File: config.mk
export PLATFORM = sky130hd
export DESIGN_NAME = rob_reset_option_byte_decode
export DESIGN_NICKNAME = d
export VERILOG_FILES = /design/src/design/rob_pkg.sv /design/src/design/rob_reset_option_byte_decode.sv
export SDC_FILE = /design/constraint.sdc
export NUM_CORES = 1
export LEC_CHECK = 0
export ABC_AREA = 1
export BUFFER_PORTS_ARGS = -buffer_cell sky130_fd_sc_hd__buf_2
export CORE_MARGIN = 4
export CORE_UTILIZATION = 35
export CTS_CLUSTER_SIZE = 14
export DETAILED_ROUTE_END_ITERATION = 10
export GPL_ROUTABILITY_DRIVEN = 0
export MAX_ROUTING_LAYER = met4
export PLACE_DENSITY_LB_ADDON = 0.1
export SLEW_MARGIN = 30
export SYNTH_ARGS = -nofsm -noshare
export SYNTH_HDL_FRONTEND = slang
export SYNTH_SLANG_ARGS = --single-unit
export TNS_END_PERCENT = 30
File: constraint.sdc
create_clock -name sys_clk_in -period 2.1 [get_ports sys_clk_in]
set_input_delay 0.42 -clock sys_clk_in [delete_from_list [all_inputs] [get_ports sys_clk_in]]
set_output_delay 0.42 -clock sys_clk_in [all_outputs]
set_load 0.01 [all_outputs]
File: src/design/rob_pkg.sv
/*
  Package for the reset option byte decoder.
  Holds the option byte location, field positions and the crystal wait
  counts in precision oscillator cycles. Assumes one system clock.
*/
package rob_pkg;
  localparam logic [15:0] ROB_OPTION_ADDR = 16'h0001;
  localparam int ROB_WAIT_HI = 7;
  localparam int ROB_WAIT_LO = 6;
  localparam int ROB_GUARD_BIT = 5;
  localparam int ROB_XTAL1_BIT = 4;
  localparam int ROB_RSVD_HI = 3;
  localparam int ROB_RSVD_LO = 2;
  localparam int ROB_SRC2_BIT = 1;
  localparam int ROB_XTAL2_BIT = 0;
  localparam logic [13:0] ROB_WAIT_CYC0 = 14'd500;
  localparam logic [13:0] ROB_WAIT_CYC1 = 14'd1000;
  localparam logic [13:0] ROB_WAIT_CYC2 = 14'd5000;
  localparam logic [13:0] ROB_WAIT_CYC3 = 14'd10000;
  typedef enum logic [2:0] {
    ROB_IDLE, ROB_FETCH, ROB_WAIT_DATA, ROB_STABLE, ROB_RUN
  } rob_state_e;
endpackage

File: src/design/rob_reset_option_byte_decode.sv
/*
  Reset option byte decoder: fetches the option byte from flash while the
  device is held in reset, latches its fields, drives oscillator and write
  guard settings, and counts the crystal stabilisation wait.
  Assumes flash answers a read with rd_valid some cycles after rd_req,
  and that osc_tick_in is a one-cycle pulse per precision oscillator cycle
  already on sys_clk_in.
*/
`timescale 1ns/100ps

// Functional notes
// wait field picks 500, 1000, 5000 or 10000 precision oscillator cycles
// guard bit set blocks flash writes when low voltage detector trips
// primary crystal bit clear runs crystal during reset, set keeps it off
// primary bit affects reset state only; clock choice left to osc control
// source bit clear picks external clock, set picks 32kHz watch crystal
// secondary bit clear enables secondary crystal during reset, set disables
// option byte lives at 0001H; reset never forces a default into it
// fetch and latch byte before wait count or applying any setting
module rob_reset_option_byte_decode
  import rob_pkg::*;
(
  input wire logic sys_clk_in, // system clock
  input wire logic resetn_in, // async reset, active low
  input wire logic sys_reset_req_in, // reset request from sequencer
  input wire logic osc_tick_in, // precision oscillator cycle pulse
  input wire logic [7:0] flash_rd_data_in, // flash read data
  input wire logic flash_rd_valid_in, // flash read data valid
  input wire logic low_voltage_detector_in, // low voltage flag
  input wire logic flash_wr_req_in, // flash write request
  output logic [15:0] flash_rd_addr_out, // flash read address
  output logic flash_rd_req_out, // flash read request
  output logic [7:0] option_byte_out, // latched option byte
  output logic options_valid_out, // fields latched
  output logic primary_xtal_en_out, // primary crystal enable
  output logic secondary_xtal_en_out, // secondary crystal enable
  output logic secondary_osc_source_sel_out, // 1 watch crystal, 0 ext clk
  output logic flash_wr_allow_out, // flash write permitted
  output logic reset_release_out // reset sequence finished
);

  ////////////////////////////////////////////////////////////////////////
  function automatic logic [13:0] wait_cycles(input logic [1:0] sel);
    case (sel)
      2'h0: wait_cycles = ROB_WAIT_CYC0;
      2'h1: wait_cycles = ROB_WAIT_CYC1;
      2'h2: wait_cycles = ROB_WAIT_CYC2;
      default: wait_cycles = ROB_WAIT_CYC3;
    endcase
  endfunction

  rob_state_e state_reg;
  logic [7:0] reset_clock_option_byte_reg;
  logic valid_reg;
  logic [13:0] wait_cnt_reg;
  logic [1:0] crystal_reset_wait_sel;
  logic low_voltage_write_guard;
  logic primary_xtal_reset_state;
  logic secondary_osc_source_sel;
  logic secondary_xtal_reset_state;
  logic in_reset;
  logic low_voltage_meta_reg;
  logic low_voltage_sync_reg;

  assign crystal_reset_wait_sel =
    reset_clock_option_byte_reg[ROB_WAIT_HI:ROB_WAIT_LO];
  assign low_voltage_write_guard = reset_clock_option_byte_reg[ROB_GUARD_BIT];
  assign primary_xtal_reset_state =
    reset_clock_option_byte_reg[ROB_XTAL1_BIT];
  assign secondary_osc_source_sel = reset_clock_option_byte_reg[ROB_SRC2_BIT];
  assign secondary_xtal_reset_state =
    reset_clock_option_byte_reg[ROB_XTAL2_BIT];
  assign in_reset = (state_reg != ROB_RUN);

  ////////////////////////////////////////////////////////////////////////
  // sequencer
  always_ff @(posedge sys_clk_in or negedge resetn_in)
  begin
    if (!resetn_in)
      state_reg <= ROB_IDLE;
    else if (sys_reset_req_in)
      state_reg <= ROB_FETCH;
    else
    begin
      case (state_reg)
        ROB_IDLE: state_reg <= ROB_FETCH;
        ROB_FETCH: state_reg <= ROB_WAIT_DATA;
        ROB_WAIT_DATA:
          if (flash_rd_valid_in)
            state_reg <= ROB_STABLE;
        ROB_STABLE:
          if (osc_tick_in && wait_cnt_reg == 14'h0001)
            state_reg <= ROB_RUN;
        ROB_RUN: state_reg <= ROB_RUN;
        default: state_reg <= ROB_IDLE;
      endcase
    end
  end

  // option byte copy: no reset value, only flash contents load it
  always_ff @(posedge sys_clk_in)
  begin
    if (state_reg == ROB_WAIT_DATA && flash_rd_valid_in)
      reset_clock_option_byte_reg <= flash_rd_data_in;
  end

  always_ff @(posedge sys_clk_in or negedge resetn_in)
  begin
    if (!resetn_in)
      valid_reg <= 1'b0;
    else if (state_reg == ROB_WAIT_DATA && flash_rd_valid_in)
      valid_reg <= 1'b1;
    else if (state_reg == ROB_FETCH)
      valid_reg <= 1'b0;
  end

  // stabilisation wait counter
  always_ff @(posedge sys_clk_in or negedge resetn_in)
  begin
    if (!resetn_in)
      wait_cnt_reg <= 14'h0000;
    else if (state_reg == ROB_WAIT_DATA && flash_rd_valid_in)
      wait_cnt_reg <= wait_cycles(
        flash_rd_data_in[ROB_WAIT_HI:ROB_WAIT_LO]);
    else if (state_reg == ROB_STABLE && osc_tick_in)
      wait_cnt_reg <= wait_cnt_reg - 14'h0001;
  end

  // detector output is asynchronous to the system clock
  always_ff @(posedge sys_clk_in or negedge resetn_in)
  begin
    if (!resetn_in)
    begin
      low_voltage_meta_reg <= 1'b0;
      low_voltage_sync_reg <= 1'b0;
    end
    else
    begin
      low_voltage_meta_reg <= low_voltage_detector_in;
      low_voltage_sync_reg <= low_voltage_meta_reg;
    end
  end

  ////////////////////////////////////////////////////////////////////////
  assign flash_rd_addr_out = ROB_OPTION_ADDR;
  assign flash_rd_req_out = (state_reg == ROB_FETCH);
  assign option_byte_out = valid_reg ? reset_clock_option_byte_reg : 8'h00;
  assign options_valid_out = valid_reg;
  assign reset_release_out = (state_reg == ROB_RUN);
  // outside reset both crystal enables are driven high; osc control owns clock choice
  assign primary_xtal_en_out = valid_reg &&
    (!in_reset || !primary_xtal_reset_state);
  assign secondary_xtal_en_out = valid_reg &&
    (!in_reset || !secondary_xtal_reset_state);
  assign secondary_osc_source_sel_out = valid_reg &&
    secondary_osc_source_sel;
  assign flash_wr_allow_out = valid_reg && !in_reset &&
    !(low_voltage_write_guard && low_voltage_sync_reg);

  ////////////////////////////////////////////////////////////////////////
  AST_WAIT_LOAD: assert property (@(posedge sys_clk_in)
    disable iff (!resetn_in)
    (state_reg == ROB_WAIT_DATA && flash_rd_valid_in && !sys_reset_req_in)
    |=> wait_cnt_reg == wait_cycles($past(flash_rd_data_in[7:6])))
    else $error("wait count not loaded from field");
  AST_GUARD: assert property (@(posedge sys_clk_in)
    disable iff (!resetn_in)
    (low_voltage_write_guard && low_voltage_sync_reg)
    |-> !flash_wr_allow_out)
    else $error("flash write allowed under low voltage guard");
  AST_NO_GUARD: assert property (@(posedge sys_clk_in)
    disable iff (!resetn_in)
    (valid_reg && !in_reset && !low_voltage_write_guard)
    |-> flash_wr_allow_out)
    else $error("flash write blocked with guard off");
  AST_XTAL1: assert property (@(posedge sys_clk_in)
    disable iff (!resetn_in)
    (valid_reg && in_reset) |->
    primary_xtal_en_out == !primary_xtal_reset_state)
    else $error("primary crystal reset state wrong");
  AST_XTAL1_RUN: assert property (@(posedge sys_clk_in)
    disable iff (!resetn_in)
    (valid_reg && !in_reset) |-> primary_xtal_en_out)
    else $error("primary crystal changed outside reset");
  AST_SRC2: assert property (@(posedge sys_clk_in)
    disable iff (!resetn_in)
    valid_reg |-> secondary_osc_source_sel_out == option_byte_out[1])
    else $error("secondary source select wrong");
  AST_XTAL2: assert property (@(posedge sys_clk_in)
    disable iff (!resetn_in)
    (valid_reg && in_reset) |->
    secondary_xtal_en_out == !option_byte_out[0])
    else $error("secondary crystal reset state wrong");
  AST_ADDR: assert property (@(posedge sys_clk_in)
    disable iff (!resetn_in)
    flash_rd_req_out |-> flash_rd_addr_out == 16'h0001)
    else $error("option byte fetched from wrong address");
  AST_ORDER: assert property (@(posedge sys_clk_in)
    disable iff (!resetn_in)
    !valid_reg |-> !reset_release_out && !flash_wr_allow_out &&
    !primary_xtal_en_out && !secondary_xtal_en_out)
    else $error("setting applied before byte latched");
  AST_TICK_HOLD: assert property (@(posedge sys_clk_in)
    disable iff (!resetn_in)
    (state_reg == ROB_STABLE && !osc_tick_in) |=> $stable(wait_cnt_reg))
    else $error("wait count moved without a tick");
  AST_WAIT_DONE: assert property (@(posedge sys_clk_in)
    disable iff (!resetn_in)
    (state_reg == ROB_STABLE && osc_tick_in && wait_cnt_reg == 14'h0001 &&
    !sys_reset_req_in) |=> reset_release_out)
    else $error("reset not released after last tick");
  AST_NO_EARLY: assert property (@(posedge sys_clk_in)
    disable iff (!resetn_in)
    (state_reg == ROB_STABLE && !(osc_tick_in && wait_cnt_reg == 14'h0001))
    |=> !reset_release_out)
    else $error("reset released before wait ended");
  AST_KEEP: assert property (@(posedge sys_clk_in)
    disable iff (!resetn_in)
    (valid_reg && !(state_reg == ROB_WAIT_DATA && flash_rd_valid_in))
    |=> $stable(reset_clock_option_byte_reg))
    else $error("option byte changed without a fetch");

  COV_FETCH: cover property (@(posedge sys_clk_in) disable iff (!resetn_in)
    flash_rd_req_out ##[1:20] options_valid_out);
  COV_RELEASE: cover property (@(posedge sys_clk_in)
    disable iff (!resetn_in) $rose(reset_release_out));
  COV_GUARD: cover property (@(posedge sys_clk_in) disable iff (!resetn_in)
    flash_wr_req_in && !flash_wr_allow_out && reset_release_out);
  COV_REFETCH: cover property (@(posedge sys_clk_in)
    disable iff (!resetn_in) reset_release_out && sys_reset_req_in);
  COV_LONG_WAIT: cover property (@(posedge sys_clk_in)
    disable iff (!resetn_in) options_valid_out && option_byte_out[7:6] == 2'h3);

endmodule

[Word level (Yosys, flattened, before mapping)]
Cells that the tools add are included.
Storage, ports and cells
  register bits: 28
  bits of input ports: 15
  output and inout port bits: 31
  logic and storage cells: 47
Cells by class
  add/subtract/negate cells: 1
  equal/unequal tests: 10
  multiplexer cells: 10
  reduce and logical (&&, ||, !) cells: 20
Operators with widths (count)
  $pmux W14 S3: 1
  $mux W14: 2
  $pmux W3 S5: 1
  $eq A14 B1 Y1 const B: 1
  $sub A14 B1 Y14 const B: 1
  $logic_and A1 B1 Y1: 9
  $mux W3: 3
  $ne A3 B3 Y1 const B: 3
  $mux W8: 1
  $eq A3 B2 Y1 const B: 2
  $logic_not A1 Y1: 4
  $reduce_bool A2 Y1: 2
  $eq A3 B1 Y1 const B: 1
  $eq A3 B3 Y1 const B: 1
  $logic_not A3 Y1: 1
  $eq A2 B1 Y1 const B: 1
  $eq A2 B2 Y1 const B: 1
  $logic_not A2 Y1: 1
  $logic_or A1 B1 Y1: 2
  $mux W1: 2
  $reduce_and A2 Y1: 1

[Depth between registers and ports, before layout]
Gate-level depths: netlist of run 1.
  word-level depth: 5
  mapped depth: 10

[Worst setup path before layout of run 1]
OpenSTA, ideal clock, no wires.
  path type: reg-to-output
  start point: register valid_reg (netlist: options_valid_out)
  end point: output port flash_wr_allow_out
  arrival: 1.094 ns
  slack: 0.586 ns
  stages on the path, launching flop included: 4
  path buffers: 1
  cells stage by stage: dfrtp_1 clkbuf_1 inv_1 a211oi_1
On the way
  cells in the longest elaborated chain, start to end: 2
Ends and longest elaborated chain
  from (decl): RTL line rob_reset_option_byte_decode.sv:54  | logic valid_reg;
  from (signal assigned): RTL line rob_reset_option_byte_decode.sv:110  | valid_reg <= 1'b0;
  from (signal assigned): RTL line rob_reset_option_byte_decode.sv:112  | valid_reg <= 1'b1;
  from (signal assigned): RTL line rob_reset_option_byte_decode.sv:114  | valid_reg <= 1'b0;
  $logic_and A1 B1 Y1 (2 in series): RTL line rob_reset_option_byte_decode.sv:157  | assign flash_wr_allow_out = valid_reg && !in_reset &&
  to (decl): RTL line rob_reset_option_byte_decode.sv:38  | output logic flash_wr_allow_out,
No other way between the ends.

[Worst setup path after layout of run 1]
  start point: register state_reg[0]
  end point: output port flash_wr_allow_out
On the way
  cells in the longest elaborated chain, start to end: 4
Ends and longest elaborated chain
  from (decl): RTL line rob_reset_option_byte_decode.sv:52  | rob_state_e state_reg;
  from (signal assigned): RTL line rob_reset_option_byte_decode.sv:80  | state_reg <= ROB_IDLE;
  from (signal assigned): RTL line rob_reset_option_byte_decode.sv:82  | state_reg <= ROB_FETCH;
  from (signal assigned): RTL line rob_reset_option_byte_decode.sv:86  | ROB_IDLE: state_reg <= ROB_FETCH;
  $ne A3 B3 Y1: RTL line rob_reset_option_byte_decode.sv:73  | assign in_reset = (state_reg != ROB_RUN);
  $logic_not A1 Y1: RTL line rob_reset_option_byte_decode.sv:157
  $logic_and A1 B1 Y1 (2 in series): RTL line rob_reset_option_byte_decode.sv:157
No other way between the ends.

==> results of run 1 <==
## synthesized netlist by cell type
master                     instances
sky130_fd_sc_hd__nand4_1           3
sky130_fd_sc_hd__dfrtp_1          20
sky130_fd_sc_hd__ha_1              7
sky130_fd_sc_hd__nor2_1           26
sky130_fd_sc_hd__nand2_1          49
sky130_fd_sc_hd__nand2_2           5
sky130_fd_sc_hd__a21oi_1           8
sky130_fd_sc_hd__nor2_8            1
sky130_fd_sc_hd__buf_4            17
sky130_fd_sc_hd__o221ai_1          1
sky130_fd_sc_hd__clkinv_2          1
sky130_fd_sc_hd__clkbuf_1          1
sky130_fd_sc_hd__o21bai_1          3
sky130_fd_sc_hd__nor3_1            4
sky130_fd_sc_hd__a211oi_1          1
sky130_fd_sc_hd__inv_2             1
sky130_fd_sc_hd__nand3_1          21
sky130_fd_sc_hd__o21ai_2           1
sky130_fd_sc_hd__nor2_2            3
sky130_fd_sc_hd__o21ai_1           2
sky130_fd_sc_hd__nand2_4           1
sky130_fd_sc_hd__conb_1            2
sky130_fd_sc_hd__edfxtp_1          8
sky130_fd_sc_hd__buf_6             2
sky130_fd_sc_hd__o21ai_0           8
sky130_fd_sc_hd__o22ai_1           1
sky130_fd_sc_hd__inv_1            38
sky130_fd_sc_hd__a21oi_2           2
sky130_fd_sc_hd__xnor2_1           1
## stage by stage
stage	power (uW)	hold WS (ns)	setup WS [ns]	cell area (um2)
2_1_floorplan	1610	0.124	0.586	1870
3_3_place_gp	1870	0.335	0.604	1960
3_5_place_dp	1870	0.335	0.601	1960
4_1_cts	2310	0.104	0.307	2030
5_1_grt	2490	0.115	0.201	2030
6_report	2280	0.0948	0.356	2030
## worst max-delay path by stage
stage                           start                 end  cells after the start
floorplan           options_valid_out  flash_wr_allow_out                      3
global placement         state_reg[0]  flash_wr_allow_out                      4
detailed placement       state_reg[2]     wait_cnt_reg[7]                      8
CTS                      state_reg[0]  flash_wr_allow_out                      4
global route             state_reg[0]  flash_wr_allow_out                      4
finish                   state_reg[0]  flash_wr_allow_out                      4
## layer usage
| layer | part of all wire | wire (um) | track usage | up-vias |
|---|---|---|---|---|
| li1 | - | - | - | 771 |
| met1 | 0.49 | 1900 | 0.179 | 689 |
| met2 | 0.45 | 1730 | 0.203 | 33 |
| met3 | 0.043 | 166 | 0.0213 | 7 |
| met4 | 0.022 | 85 | 0.0541 | 0 |
| met5 | 0 | 0 | - | - |
## power by group through the flow
| stage | Combinational [uW] | Clock [uW] | Sequential, uW |
|---|---|---|---|
| after floorplan | 761 | 0 | 849 |
| after CTS | 990 | 451 | 870 |
| after global routing | 1130 | 468 | 900 |
| after global placement | 983 | 0 | 882 |
| after detailed placement | 988 | 0 | 883 |
| final | 975 | 429 | 873 |
## kinds of logic (layout without fill, tap and decap cells)
kind of cell | Yosys count | count (layout) | synth area share
and+or+nand+nor | 113 | 113 | 0.279
buffers and inverters | 60 | 75 | 0.168
DFF | 28 | 28 | 0.407
AOI/OAI and AO/OA | 27 | 27 | 0.0888
adders and majority gates | 7 | 7 | 0.0482
other | 2 | 16 | 0.00413
xor gates and xnor gates | 1 | 1 | 0.00482
## worst register-to-register path: stages (launching register included)
cell,delay [ns]
sky130_fd_sc_hd__dfrtp_1,0.42
sky130_fd_sc_hd__inv_1,0.08
sky130_fd_sc_hd__nand3_1,0.13
sky130_fd_sc_hd__inv_2,0.11
sky130_fd_sc_hd__nand2_4,0.06
sky130_fd_sc_hd__nand2_2,0.15
sky130_fd_sc_hd__inv_1,0.17
sky130_fd_sc_hd__o21ai_0,0.19
sky130_fd_sc_hd__nand2_1,0.07
## area by class of cell
cell class / count / area, um2 / area share
multi-input combinational: 164 / 825 / 0.405
inverter: 40 / 151 / 0.0744
sequential: 28 / 741 / 0.364
tap: 67 / 83.8 / 0.0412
clock inverter: 1 / 30.0 / 0.0148
clock buffer: 3 / 41.3 / 0.0203
timing repair buffer: 31 / 163 / 0.0800
==> reports/results.txt, run 1 <==
In this run, post-CTS repair resized a total of 0 instances. Once the clock tree was built, the setup fixing pass inserted 0 buffers. The flow ran to the end, and the final reports show no timing, DRC or antenna violations. The run gives 0 as the final count of pins violating max slew. TritonCTS built the clock tree.

The largest single stage delay on the critical path is 0.43 ns. The minimum period implied by the final worst setup slack was 1.74 ns; the number of buffers inserted during clock tree synthesis was 3. Share of layout cells above drive strength 1: 0.187. The largest delay contributor family on the critical path was flip-flops. The worst clock skew on the final layout is 0.00332 ns. The layout overhead on the synthesized area came out at 11.9%. In this run the core area contains 25 standard-cell rows.

The run gives 21 as the pin count of the biggest net entering global routing. Yosys attributes the largest share of cell area to sky130_fd_sc_hd__dfrtp_1 (28%), sky130_fd_sc_hd__edfxtp_1 (13%), sky130_fd_sc_hd__nand2_1 (10%). In this run, post-CTS hold repair placed 0 buffers. Detailed placement ended at an HPWL of 3.03 mm. The final layout contains 290 nets.

Data arrives at the worst endpoint at 1.32 ns. Counting every sink on the clock net gives 28. In this run the vertical extent of the chip is 80.1 um. The mapped netlist covers 1820 um2. In this run the mean area of a mapped cell was 7.64 um2. The critical path goes through inv_1 -> nand3_1 -> a211oi_1 -> buf_2. The total core area was 4880 um2; the full die area was 6410 um2.

The maximum level of the CTS H-tree is 1, and the maximum resistive drop on vdd is 0.462 mV. The tools report the element type at the critical path start as a flip-flop. The switching portion of total power works out to 0.419.

Summed over all instances, the cell type with the most area after synthesis is sky130_fd_sc_hd__dfrtp_1. For the count of boundary I/O pins, the log shows 46. For the power share of the sequential group, the log shows 0.383. The core utilization of the finished layout came out at 0.417. The worst register-to-register path has a setup slack of 0.61 ns. STA classifies the critical path endpoint as an output pin. At the later pin of the worst-skew pair, clock insertion delay measures 0.28 ns. Portion of the post-synthesis area used by sequential elements: 0.407. The area share of the leading cell type in the synthesized netlist is 0.275, and the via total after detailed routing is 1500. The total of flip-flops plus latches after synthesis came out at 28. The worst setup path is of the flip-flop to output pin kind. The fraction of power consumed by the clock network was 0.188; the register clock-pin slew on the reported worst setup and hold paths was 0.10 ns. The number of instances in the synthesized netlist was 238; the number of buffers inserted by port buffering was 28. The total net switching power came out at 954 uW.

The logs give 0.428 for the part of the total power dissipated in combinational logic and 0.373 for the starting density of the core. Fill cells in the final layout number 519. Portion of the clock cycle consumed by the worst path in the final layout: 0.830.

The endpoint identified for the worst register-to-register timing path is wait_cnt_reg[7]. The run gives 0 ns as the sum of negative setup slack. After the first detailed-routing iteration, the DRC count stood at 76.

Counting tap cells, the placed design contains a total of 330 instances. The analysis attributes to cell leakage a power of 0.00111 uW. The run gives 0 as the number of warnings reported in the yosys synthesis log. The register with the most flip-flops in the layout has 14 of them. For this run, the number of standard cells in the final layout without fillers is 334. Setup violations remaining at the end of the flow were counted as 0.

The via count of the first global-routing pass is 1409. The logs give 1.68 ns for the worst endpoint required time and 0 for the remaining number of nets flagged by the antenna check after routing. The internal cell power was 1320 uW; the worst reg-to-reg path cell count was 8.

For the number of distinct library cells after synthesis, the log shows 29. In the layout the commonest cells are sky130_fd_sc_hd__nand2_1 (49), sky130_fd_sc_hd__inv_1 (38), sky130_fd_sc_hd__buf_2 (28). The aggregate global routing overflow came out at 0. The worst hold path belongs to the class input pin to async pin. The horizontal extent of the die is 80.1 um, and the clock tree buffer depth is 2. Across the run, the number of max-cap violations was 0. The number of buffers and inverters on the critical path is 2. Derived from the worst setup path, the maximum achievable clock frequency is 573 MHz. The cell at the slowest stage of the critical path was sky130_fd_sc_hd__dfrtp_1. For this design the ratio of total power to cell area is 1120 nW/um2. The startpoint identified for the worst register-to-register timing path is state_reg[2]. The run gives 4 as the number of optimization iterations in the first detailed-route pass.

For the global-route wire length before repair, the log shows 6.51 mm. The root buffer selected by CTS is sky130_fd_sc_hd__clkbuf_8. Summed over all layers, the routed wires come to 3.89 mm. The run gives 0 as the antenna diode count.

Largest fanout on the critical path: 5. The logs give 0.134 for the total global-route track usage and 0 for the post-detailed-route DRC marker count. In the final routed layout, each cell accounts on average for 11.6 um. In the routed layout, each cell is associated on average with a via count of 4.49.

Number of antenna violations at the first check in global routing: 0. Setup repair after global routing left no endpoint under its margin. Leaving out fill and tap cells, the most frequent cell in the layout is sky130_fd_sc_hd__nand2_1. The run gives 0 as the total count of hold-check failures in the final report.
(Power assumes the default switching activity.)
==> run 2: changes to the inputs <==
Clock period 2.1 ns to 1.4 ns, I/O delays scaled along.
==> run 2 against run 1 <==
  * The run now ends with negative setup slack left
  * Combinational power rose by 93%
  * Global-route usage increased by 0.75 points
  * Clock power is 49% higher
  * Clock skew is essentially flat
  * Sequential share of layout area shrank 3.9 points
  * Cell area increased by 12%
  * Critical path depth unchanged
  * Sequential cell count is the same
  * Final cell count grew 5.4%
  * Clock-buffer cell count unchanged
  * Utilization up 4.9 points
  * Power rose by 69%
  * Critical endpoint unchanged
  * Largest cell class unchanged
==> reports/results.txt, run 2 (synthesis results as in run 1) <==
The worst path in the final design needs a cycle of 1.50 ns, including I/O delays and setup. Most used cells in the layout excluding fill and tap cells: sky130_fd_sc_hd__nand2_1 (48), sky130_fd_sc_hd__inv_1 (33), sky130_fd_sc_hd__buf_2 (27) (was sky130_fd_sc_hd__nand2_1 (49), sky130_fd_sc_hd__inv_1 (38), sky130_fd_sc_hd__buf_2 (28)). The flow ran to the end, but the final reports show violations. The clock tree buffer depth came out at 2 (unchanged). Setup repair after global routing could not meet its margin everywhere. The full die area is 6410 um2 (unchanged). The overall routed net length was 4.08 mm (was 3.89 mm); the total core area was 4880 um2 (unchanged). The logs give 0.28 ns (about the same) for the later-pin clock latency in the skew report and 1.95 mm (was 1.73 mm) for the detailed route wirelength on metal2.

The total power of the final layout is 3840 uW (was 2280 uW), and the final cell count without fillers is 352 (was 334). Total count of hold-check failures in the final report: 0 (unchanged). The via total after detailed routing came out at 1554 (was 1500). The register clock-pin slew on the reported worst setup and hold paths is 0.10 ns (about the same), and the maximum resistive drop on vdd is 0.736 mV (was 0.462 mV). The horizontal extent of the die came out at 80.1 um (unchanged). The final count of pins violating max slew came out at 0 (unchanged).

The path class of the lowest-slack min-delay path is input pin to flip-flop (was input pin to async pin). The tools report the placed wire-length estimate after detailed placement as 3.16 mm (was 3.03 mm). The count of nets after finishing is 308 (was 290). The portion of the clock cycle consumed by the worst path in the final layout is 1.07, and the number of cell rows is 25 (unchanged). The met3 layer wire length in the routed design was 201 um (was 166 um); the aggregate global routing overflow was 0 (unchanged).

The final reports fail on negative setup slack. The number of stages on the worst hold path was 1; the post-detailed-route DRC marker count was 0 (unchanged). The reported max-cap violation count came out at 0 (unchanged). The power per cell area came out at 1690 nW/um2 (was 1120 nW/um2). The number of endpoints failing setup at the final stage came out at 21 (was 0). The count of boundary I/O pins is 46 (unchanged).

The starting density of the core was 0.373 (unchanged); the remaining number of nets flagged by the antenna check after routing was 0 (unchanged). The worst endpoint required time is 1.12 ns (was 1.68 ns). The largest fanout on the critical path came out at 4 (was 5).

For the via count of the first global-routing pass, the log shows 1441 (was 1409). The tools report the root buffer selected by CTS as sky130_fd_sc_hd__clkbuf_8 (unchanged). The post-route worst setup slack was -0.0962 ns (was 0.356 ns). Element type at the critical path start: a flip-flop (unchanged). The capturing element type of the critical path was an output pin (unchanged).

The number of clock sinks is 28 (unchanged). The most common library cell in the layout ignoring fill and taps was sky130_fd_sc_hd__nand2_1 (unchanged). The number of buffers inserted by port buffering came out at 28 (unchanged). The vertical die dimension is 80.1 um (unchanged), and the leakage power is 0.00120 uW (was 0.00111 uW). The pin count of the biggest net entering global routing is 21 (unchanged), and the maximum level of the CTS H-tree is 1 (unchanged). TritonCTS built the clock tree.

The number of optimization iterations in the first detailed-route pass came out at 4 (unchanged). The tools report the final standard cell area without fillers as 2280 um2 (was 2030 um2). The number of buffers inserted during clock tree synthesis came out at 3 (unchanged).

The antenna diode count is 0 (unchanged), and the via count normalized by instance count is 4.41 (was 4.49). Top layer used by detailed routing: met4 (unchanged). The total global-route track usage is 0.141 (was 0.134), and the flip-flop count of the largest register, all copies and words added is 14 (unchanged).

The worst clock skew on the final layout is 0.00326 ns (was 0.00332 ns). The number of fillers in the final layout was 487 (was 519); the worst reg-to-reg path cell count was 8 (unchanged). The startpoint-to-endpoint class of the critical path is flip-flop to output pin (unchanged).

Static timing analysis puts the maximum clock frequency at 668 MHz. The number of DRC markers in iteration 0 is 89 (was 76), and the layout overhead on the synthesized area is 25.2% (was 11.9%). The mean routed wirelength per cell works out to 11.6 um (about the same). The share of layout cells above drive strength 1 was 0.284 (was 0.187).

The detailed-route wire length on metal 1 is 1.89 mm (was 1.90 mm), and the worst path arrival time is 1.22 ns (was 1.32 ns). The logs give 344 (was 330) for the instance count after placement with tap cells included and 0.101 ns (was 0.0948 ns) for the worst-case hold slack. The global-route wire length before repair came out at 6.91 mm (was 6.51 mm).

The cell area reported after detailed placement is 2070 um2 (was 1960 um2), and the number of antenna violations at the first check in global routing is 0 (unchanged). The tools report the post-place setup slack as -0.0376 ns (was 0.601 ns).
-- run 2: changes by cell type in the layout (fill, tap and decap cells not counted), moves of 2 or more --
cell / change
sky130_fd_sc_hd__inv_1: -5
sky130_fd_sc_hd__nand3_1: -2
sky130_fd_sc_hd__buf_4: +13
sky130_fd_sc_hd__inv_2: +4
sky130_fd_sc_hd__buf_6: +4
sky130_fd_sc_hd__nor2_4: +3
sky130_fd_sc_hd__nor2_1: -2
-- run 2: worst max-delay path, cell delays in order (launching register included) --
cell	delay, ns
sky130_fd_sc_hd__dfrtp_1	0.41
sky130_fd_sc_hd__buf_6	0.13
sky130_fd_sc_hd__nand3_4	0.09
sky130_fd_sc_hd__a211oi_2	0.15
sky130_fd_sc_hd__buf_2	0.15
-- run 2: repair_timing --
item	CTS	global route
hold buffers	1	0
gates resized for setup	11	16
setup buffers	3	0
pin swaps	0	5
endpoints found under the setup margin	11	31
endpoints found under the hold margin	20	0
-- run 2: area by class of cell --
type                            count  area [um2]  share of cell area
Clock buffer                        3        41.3              0.0181
Clock inverter                      1        30.0              0.0132
Inverter                           40         155              0.0682
Multi-Input combinational cell    164         900               0.395
Sequential cell                    28         741               0.325
Tap cell                           67        83.8              0.0368
Timing Repair Buffer               49         325               0.143
-- run 2: path summary, 6_finish.rpt --
check	from	to	slack (ns)
hold reg to reg	low_voltage_meta_reg	low_voltage_sync_reg	0.36
hold / removal	low_voltage_detector_in	low_voltage_meta_reg	0.10
setup / recovery	state_reg[2]	flash_wr_allow_out	-0.1
setup reg to reg	state_reg[2]	wait_cnt_reg[7]	-0.09
min in group asynchronous	resetn_in	wait_cnt_reg[8]	0.49
max in group asynchronous	resetn_in	wait_cnt_reg[6]	0.58
-- run 2: metal layers --
| layer | track usage | vias up |
|---|---|---|
| met2 | 0.221 | 38 |
| met5 | - | - |
| met1 | 0.189 | 707 |
| li1 | - | 807 |
| met3 | 0.0235 | 2 |
| met4 | 0.0405 | 0 |
-- run 2: power by group --
part / switching (uW) / internal (uW)
clock network: 256 / 383
logic: 1090 / 793
registers: 238 / 1080
total: 1580 / 2260
-- run 2: stage by stage --
step                setup TNS (ns)  utilization
global route                 -2.72        0.466
global placement           -0.0168        0.424
detailed placement         -0.0775        0.424
CTS                         -0.977        0.454
finish                       -1.01        0.466
floorplan                        0            -
